[src/nvda_map.vh]
// register offsets, control field positions and timing counts
`ifndef NVDA_MAP_VH
`define NVDA_MAP_VH
// i/o addresses of the access registers
`define NVDA_ADDR_CTRL       6'h1C
`define NVDA_ADDR_DATA       6'h1D
`define NVDA_ADDR_ADDR       6'h1E
// control register fields
`define NVDA_BIT_READ        0
`define NVDA_BIT_PROG        1
`define NVDA_BIT_ARM         2
`define NVDA_BIT_RDYIE       3
`define NVDA_BIT_MODE_LO     4
`define NVDA_BIT_MODE_HI     5
// programming modes
`define NVDA_MODE_ATOMIC     2'h0
`define NVDA_MODE_ERASE      2'h1
`define NVDA_MODE_WRITE      2'h2
`define NVDA_MODE_RSVD       2'h3
// mode reset value and erased byte value
`define NVDA_MODE_RST        2'h0
`define NVDA_ERASED_BYTE     8'hFF
// timing
`define NVDA_CLK_HZ          10000000
`define NVDA_T_ATOMIC_US     3400
`define NVDA_T_SPLIT_US      1800
`define NVDA_CYC_ATOMIC      ((`NVDA_T_ATOMIC_US * (`NVDA_CLK_HZ / 1000000)))
`define NVDA_CYC_SPLIT       ((`NVDA_T_SPLIT_US * (`NVDA_CLK_HZ / 1000000)))
`define NVDA_ARM_CYC         4
`define NVDA_READ_STALL      4
`define NVDA_PROG_STALL      2
`endif

[src/nvda_eeprom_access.v]
// data eeprom access registers, read path and self-timed programming
//
// Behaviour
// - own 64-byte store, bytewise read and write
// - linear byte address 0 to 63
// - address bits 5..0 rw, 7..6 read zero
// - write programs data register into addressed byte
// - read loads data register from addressed byte
// - read stalls cpu four cycles
// - write start stalls cpu two cycles
// - self-timed programming, busy bit readable
// - programming only after arm-then-enable sequence
// - registers sit in cpu i/o space
// - mode field selects atomic, erase, write timing
// - arm then enable within four cycles, arm self-clears
// - enable stays set until programming time elapses
// - read strobe fetches; busy blocks reads and address
`include "nvda_map.vh"
module nvda_eeprom_access #(
	parameter DEPTH      = 64,
	parameter AW         = 6,
	parameter CYC_ATOMIC = `NVDA_CYC_ATOMIC,
	parameter CYC_SPLIT  = `NVDA_CYC_SPLIT
) (
	// clock and reset
	input  wire       clk_i,
	input  wire       sys_rst_i,
	// cpu i/o register port
	input  wire [5:0] io_addr_i,
	input  wire       io_wr_i,
	input  wire       io_rd_i,
	input  wire [7:0] io_wdata_i,
	output reg  [7:0] io_rdata_o,
	// cpu control
	output reg        cpu_stall_o,
	output reg        nv_ready_o
);

	////////////////////////////////////////////////////////////////////
	// storage and registers

	reg [7:0]  mem [0:DEPTH-1];
	reg [AW-1:0] nv_address_bits;
	reg [7:0]  nv_data_bits;
	reg [1:0]  nv_mode;
	reg        nv_ready_ie;
	reg        nv_program_arm;
	reg        nv_program_enable;
	reg [2:0]  arm_cnt;
	reg [2:0]  stall_cnt;
	reg [31:0] prog_cnt;
	reg [1:0]  act_mode;
	reg [AW-1:0] act_addr;
	reg [7:0]  act_data;
	reg          next_arm;
	reg [2:0]    next_arm_cnt;
	reg          next_enable;
	reg [31:0]   next_prog_cnt;
	reg          next_stall;
	reg [2:0]    next_stall_cnt;
	reg [7:0]    next_rdata;
	reg          next_ready;

	// counter loads, cut to the counter width on purpose
	localparam [2:0]  ARM_LOAD = `NVDA_ARM_CYC;
	localparam [2:0]  RD_LOAD  = `NVDA_READ_STALL - 1;
	localparam [2:0]  PG_LOAD  = `NVDA_PROG_STALL - 1;
	localparam [31:0] LAST_CYC = 32'h0000_0001;

	// exact match of one i/o register address
	function io_hit;
		input [5:0] a;
		input [5:0] target;
		begin
			io_hit = (a == target);
		end
	endfunction

	// strobes decoded per register; other writes are ignored, other reads return zero
	wire wr_ctrl = io_wr_i && io_hit(io_addr_i, `NVDA_ADDR_CTRL);
	wire wr_data = io_wr_i && io_hit(io_addr_i, `NVDA_ADDR_DATA);
	wire wr_addr = io_wr_i && io_hit(io_addr_i, `NVDA_ADDR_ADDR);
	wire rd_ctrl = io_rd_i && io_hit(io_addr_i, `NVDA_ADDR_CTRL);
	wire rd_data = io_rd_i && io_hit(io_addr_i, `NVDA_ADDR_DATA);
	wire rd_addr = io_rd_i && io_hit(io_addr_i, `NVDA_ADDR_ADDR);
	wire busy    = nv_program_enable;

	// program start needs arm still live
	wire prog_go = wr_ctrl && io_wdata_i[`NVDA_BIT_PROG] && !busy &&
		nv_program_arm && (nv_mode != `NVDA_MODE_RSVD);
	// read refused while programming
	wire read_go = wr_ctrl && io_wdata_i[`NVDA_BIT_READ] && !busy;
	wire prog_done = busy && (prog_cnt == 32'h0000_0001);

	function [31:0] mode_cycles;
		input [1:0] m;
		begin
			if (m == `NVDA_MODE_ATOMIC)
				mode_cycles = CYC_ATOMIC;
			else
				mode_cycles = CYC_SPLIT;
		end
	endfunction

	wire [7:0] ctrl_view = {2'b00, nv_mode, nv_ready_ie, nv_program_arm,
		nv_program_enable, 1'b0};

	////////////////////////////////////////////////////////////////////
	// register writes

	always @(posedge clk_i) begin
		if (sys_rst_i) begin
			nv_address_bits <= {AW{1'b0}};
			nv_data_bits    <= 8'h00;
			nv_mode         <= `NVDA_MODE_RST;
			nv_ready_ie     <= 1'b0;
		end else begin
			if (wr_addr && !busy)
				nv_address_bits <= io_wdata_i[AW-1:0];
			if (read_go)
				nv_data_bits <= mem[nv_address_bits];
			else if (wr_data)
				nv_data_bits <= io_wdata_i;
			if (wr_ctrl) begin
				nv_ready_ie <= io_wdata_i[`NVDA_BIT_RDYIE];
				if (!busy)
					nv_mode <= io_wdata_i[`NVDA_BIT_MODE_HI:`NVDA_BIT_MODE_LO];
			end
		end
	end

	////////////////////////////////////////////////////////////////////
	// arm window

	// a fresh arm write wins over the window running out
	always @* begin
		next_arm     = nv_program_arm;
		next_arm_cnt = arm_cnt;
		if (wr_ctrl && io_wdata_i[`NVDA_BIT_ARM] &&
			!io_wdata_i[`NVDA_BIT_PROG]) begin
			next_arm     = 1'b1;
			next_arm_cnt = ARM_LOAD;
		end else if (prog_go || arm_cnt == 3'h1) begin
			next_arm     = 1'b0;
			next_arm_cnt = 3'h0;
		end else if (arm_cnt != 3'h0) begin
			next_arm_cnt = arm_cnt - 3'h1;
		end
	end

	always @(posedge clk_i) begin
		if (sys_rst_i) begin
			nv_program_arm <= 1'b0;
			arm_cnt        <= 3'h0;
		end else begin
			nv_program_arm <= next_arm;
			arm_cnt        <= next_arm_cnt;
		end
	end

	////////////////////////////////////////////////////////////////////
	// self-timed programming

	// start cannot meet done: a start needs the store idle
	always @* begin
		next_enable   = nv_program_enable;
		next_prog_cnt = prog_cnt;
		if (prog_go) begin
			next_enable   = 1'b1;
			next_prog_cnt = mode_cycles(nv_mode);
		end else if (prog_done) begin
			next_enable   = 1'b0;
			next_prog_cnt = 32'h0000_0000;
		end else if (busy) begin
			next_prog_cnt = prog_cnt - LAST_CYC;
		end
	end

	// operands latched at start, so later writes cannot leak in
	always @(posedge clk_i) begin
		if (sys_rst_i) begin
			nv_program_enable <= 1'b0;
			prog_cnt          <= 32'h0000_0000;
			act_mode          <= `NVDA_MODE_ATOMIC;
			act_addr          <= {AW{1'b0}};
			act_data          <= 8'h00;
		end else begin
			nv_program_enable <= next_enable;
			prog_cnt          <= next_prog_cnt;
			if (prog_go) begin
				act_mode <= nv_mode;
				act_addr <= nv_address_bits;
				act_data <= nv_data_bits;
			end
		end
	end

	// array update at end of programming time
	always @(posedge clk_i) begin
		if (prog_done) begin
			case (act_mode)
			`NVDA_MODE_ATOMIC: mem[act_addr] <= act_data;
			`NVDA_MODE_ERASE:  mem[act_addr] <= `NVDA_ERASED_BYTE;
			`NVDA_MODE_WRITE:  mem[act_addr] <= mem[act_addr] & act_data;
			default:           mem[act_addr] <= mem[act_addr];
			endcase
		end
	end

	////////////////////////////////////////////////////////////////////
	// cpu stall

	// stall counts the remaining halted cycles after the first
	always @* begin
		next_stall     = 1'b0;
		next_stall_cnt = stall_cnt;
		if (read_go) begin
			next_stall     = 1'b1;
			next_stall_cnt = RD_LOAD;
		end else if (prog_go) begin
			next_stall     = 1'b1;
			next_stall_cnt = PG_LOAD;
		end else if (stall_cnt != 3'h0) begin
			next_stall     = 1'b1;
			next_stall_cnt = stall_cnt - 3'h1;
		end
	end

	always @(posedge clk_i) begin
		if (sys_rst_i) begin
			stall_cnt   <= 3'h0;
			cpu_stall_o <= 1'b0;
		end else begin
			stall_cnt   <= next_stall_cnt;
			cpu_stall_o <= next_stall;
		end
	end

	////////////////////////////////////////////////////////////////////
	// i/o read-back

	// read data holds until the next read strobe
	always @* begin
		next_rdata = io_rdata_o;
		if (rd_ctrl)
			next_rdata = ctrl_view;
		else if (rd_data)
			next_rdata = nv_data_bits;
		else if (rd_addr)
			next_rdata = {{(8-AW){1'b0}}, nv_address_bits};
		else if (io_rd_i)
			next_rdata = 8'h00;
	end

	// ready level drops in the same cycle a start is taken
	always @* begin
		next_ready = nv_ready_ie && !busy && !prog_go;
	end

	always @(posedge clk_i) begin
		if (sys_rst_i) begin
			io_rdata_o <= 8'h00;
			nv_ready_o <= 1'b0;
		end else begin
			io_rdata_o <= next_rdata;
			nv_ready_o <= next_ready;
		end
	end

endmodule

[config.mk]
export PLATFORM = sky130hd
export DESIGN_NAME = nvda_eeprom_access
export DESIGN_NICKNAME = d
export VERILOG_FILES = /design/src/nvda_eeprom_access.v
export VERILOG_INCLUDE_DIRS = /design/src
export SDC_FILE = /design/constraint.sdc
export NUM_CORES = 1
export LEC_CHECK = 0
export BUFFER_PORTS_ARGS = -buffer_cell sky130_fd_sc_hd__buf_4
export CAP_MARGIN = 20
export CORE_MARGIN = 1.5
export CORE_UTILIZATION = 37
export CTS_CLUSTER_DIAMETER = 40
export DETAILED_ROUTE_END_ITERATION = 10
export GPL_TIMING_DRIVEN = 0
export PLACE_DENSITY_LB_ADDON = 0.08
export SYNTH_ARGS = -nofsm -noshare
export SYNTH_HDL_FRONTEND = slang
export SYNTH_SLANG_ARGS = --single-unit
[constraint.sdc]
create_clock -name clk_i -period 7.2 [get_ports clk_i]
set_input_delay 0.36 -clock clk_i [delete_from_list [all_inputs] [get_ports clk_i]]
set_output_delay 0.36 -clock clk_i [all_outputs]
set_load 0.05 [all_outputs]
==> flow_summary.ini <==
[final_layout]
final_nets = 2096
area_growth_pct = 20.4
antenna_cells = 0
mostFrequentLayoutCells = 512 x edfxtp_1, 200 x mux4_2, 156 x mux2i_1
seqCellArea_um2 = 17300
nFillCells = 6800
layout_commonest_cell = edfxtp_1
multi_input_area_um2 = 10700
drive_above_1_share = 0.245

[setup_path]
path_class = flip-flop to flip-flop
crit_fanout = 25
startpoint_type = flip-flop
cp.required_ps = 7590
endpoint_kind = flip-flop
critPathArrivalTime_ps = 6150

[floorplanning]
die_area_um2 = 78700
core_area_um2 = 76100
io_pins = 28
die_height_um = 281
die_width_um = 281
start_util = 0.375
num_rows = 101

[detailed_routing]
ant_nets = 0
drc = 0
top_layer_used = met5
wl_met1_um = 50100
num_vias = 20100
wl_met3_um = 12100
wirelength_um = 123000
drtPass1Iterations = 7
wl_per_cell_um = 38.6
avgViaCountPerCell = 6.31
drt-initial-drc-count = 2897
wl_met2_um = 54100

[clocking]
htreeDepth = 3
clk_pin_slew_ps = 50
numCtsBuffers = 102
clockBufferDepth = 3
clk_latency_ps = 660
cts_tree = done
cts_sinks = 607
cts_root_buf = clkbuf_16

[run]
max_cap_violations = 0

[place]
place.gp.congestion = 1.03
dp_hpwl_um = 88600
post-place-ws_ps = 1630
port-buffer-count = 26

[power_and_ir_drop]
peakVddDrop_v = 0.000168
powerDensity_nw_per_um2 = 255
power_leakage_uw = 0.00914

[sta]
finalSetupViolations = 0
tightest_slew_ps = 1250
fin_crit_ps = 5770
finalSetupTns_ps = 0
slew_viol_final = 0
slew_headroom = 0.166
period_share = 0.801
fmax_ghz = 0.173
hold_viol_final = 0
rsz0062_at_grt = no
holdWs_ps = 26.4
finalWorstSetupSlack_ps = 1430
clock-skew-final_ps = 19.9

[synth]
synth_edf_count = 512
ys_ff_latch = 607
synth_flop_cell = edfxtp_1
syn_nets = 1916
yosysWarnings = 0
ys_seq_area_frac = 0.606
netlist_area_um2 = 28500
syn_inst = 1891
yosysUniqueCellTypes = 77
ys_async_sr_fraction = 0
avgSynthCellArea_um2 = 15.1

[global_route]
grt_max_degree = 34
grt_first_pass_wirelength_um = 166000
antenna_found_initial = 8
grt_remaining_overflow = 0
grt_usage = 0.314
grt_pass1_vias = 19600

[run_status]
status = complete, no violations

[worst_hold_path]
min_path_type = input pin to flip-flop
==> registers in the layout (all words and copies together) (netlist names), named ones only <==
signal,cells
act_addr,6
act_data,8
act_mode,2
arm_cnt,3
busy,1
cpu_stall_o,1
io_rdata_o,8
mem,512
nv_address_bits,6
nv_data_bits,8
nv_mode,2
nv_program_arm,1
nv_ready_ie,1
nv_ready_o,1
prog_cnt,32
stall_cnt,3
==> what timing repair did <==
action	CTS	global route
buffers inserted	0	0
setup endpoints to repair	0	0
hold buffers	4	0
endpoints found under the hold margin	3	0
resized for setup	0	0
==> cell type report <==
cell class	instances	area share
Sequential cell	607	0.504
Buffer	130	0.0170
Clock buffer	124	0.0808
Multi-Input combinational cell	1137	0.312
Inverter	17	0.00186
Tap cell	1030	0.0376
Timing Repair Buffer	76	0.0286
Clock inverter	67	0.0182
==> critical path: stages (launching register included) <==
cell and delay (ps):
dfxtp_1 320, clkbuf_1 460, buf_2 640, clkbuf_1 840, nor2b_1 720, a22oi_1 380, a31oi_1 870, o21ai_0 250
nand2_1 200, a31oi_4 250, buf_16 320, buf_16 180
==> synth_stat cells, types with 16 or more instances <==
master | n | area (um2)
o211ai_1 | 18 | 135
a22oi_1 | 53 | 398
edfxtp_1 | 512 | 15400
dfxtp_1 | 95 | 1900
buf_1 | 29 | 109
a31oi_1 | 30 | 188
nor2b_1 | 18 | 113
o21ai_0 | 44 | 220
nand2_1 | 117 | 439
buf_2 | 31 | 155
nor3_1 | 30 | 150
a21oi_1 | 55 | 275
mux2i_1 | 156 | 1560
nor2_1 | 148 | 556
nand3_1 | 36 | 180
clkbuf_1 | 64 | 240
inv_1 | 16 | 60.1
nand2b_1 | 16 | 100
mux4_2 | 200 | 4500
o22ai_1 | 23 | 144
==> stage by stage <==
stage | instance area, um2 | cells | total power, uW | util
final | 34300 | 3188 | 8740 | 0.451
after global routing | 34300 | 3188 | 8950 | 0.451
after CTS | 34200 | 3181 | 8780 | 0.450
after detailed placement | 30800 | 2986 | 4000 | 0.405
after global placement | 30000 | 2947 | 4000 | 0.394
after floorplan | 28500 | 1891 | 3960 | -
==> logic make-up after synthesis <==
| group | share of synthesized area |
|---|---|
| AOI/OAI and AO/OA | 0.0745 |
| xor gates and xnor gates | 0.000922 |
| adders and majority gates | 0.00307 |
| buffers and inverters | 0.0221 |
| DFF | 0.606 |
| muxes | 0.216 |
| and+or+nand+nor | 0.0767 |
==> where the power goes <==
part	switching [uW]	leakage, uW	total (uW)	internal [uW]
Clock	1820	0.00166	4810	2980
Combinational	90.3	0.00319	150	59.8
Sequential	9.59	0.00429	3790	3780
Total	1920	0.00914	8740	6820
==> worst paths after layout <==
check / from / to / slack, ps / cells after the start
max: flip-flop / mem[50][2]$_DFFE_PP_ / 1430 / 11
min: io_wdata_i[6] / nv_data_bits[6]$_SDFFE_PP0P_ / 30 / 3
max reg2reg: flip-flop / mem[50][2]$_DFFE_PP_ / 1430 / 11
min reg2reg: act_data[5]$_SDFFE_PP0N_ / act_data[5]$_SDFFE_PP0N_ / 460 / 2
==> metal layers <==
metal  global-route usage  up-vias
li1                     -     8077
met1                0.430    10500
met2                0.474     1248
met3               0.0725      272
met4                0.146        6
met5                    0        -
Note: power is estimated with default switching activity, not from simulation.
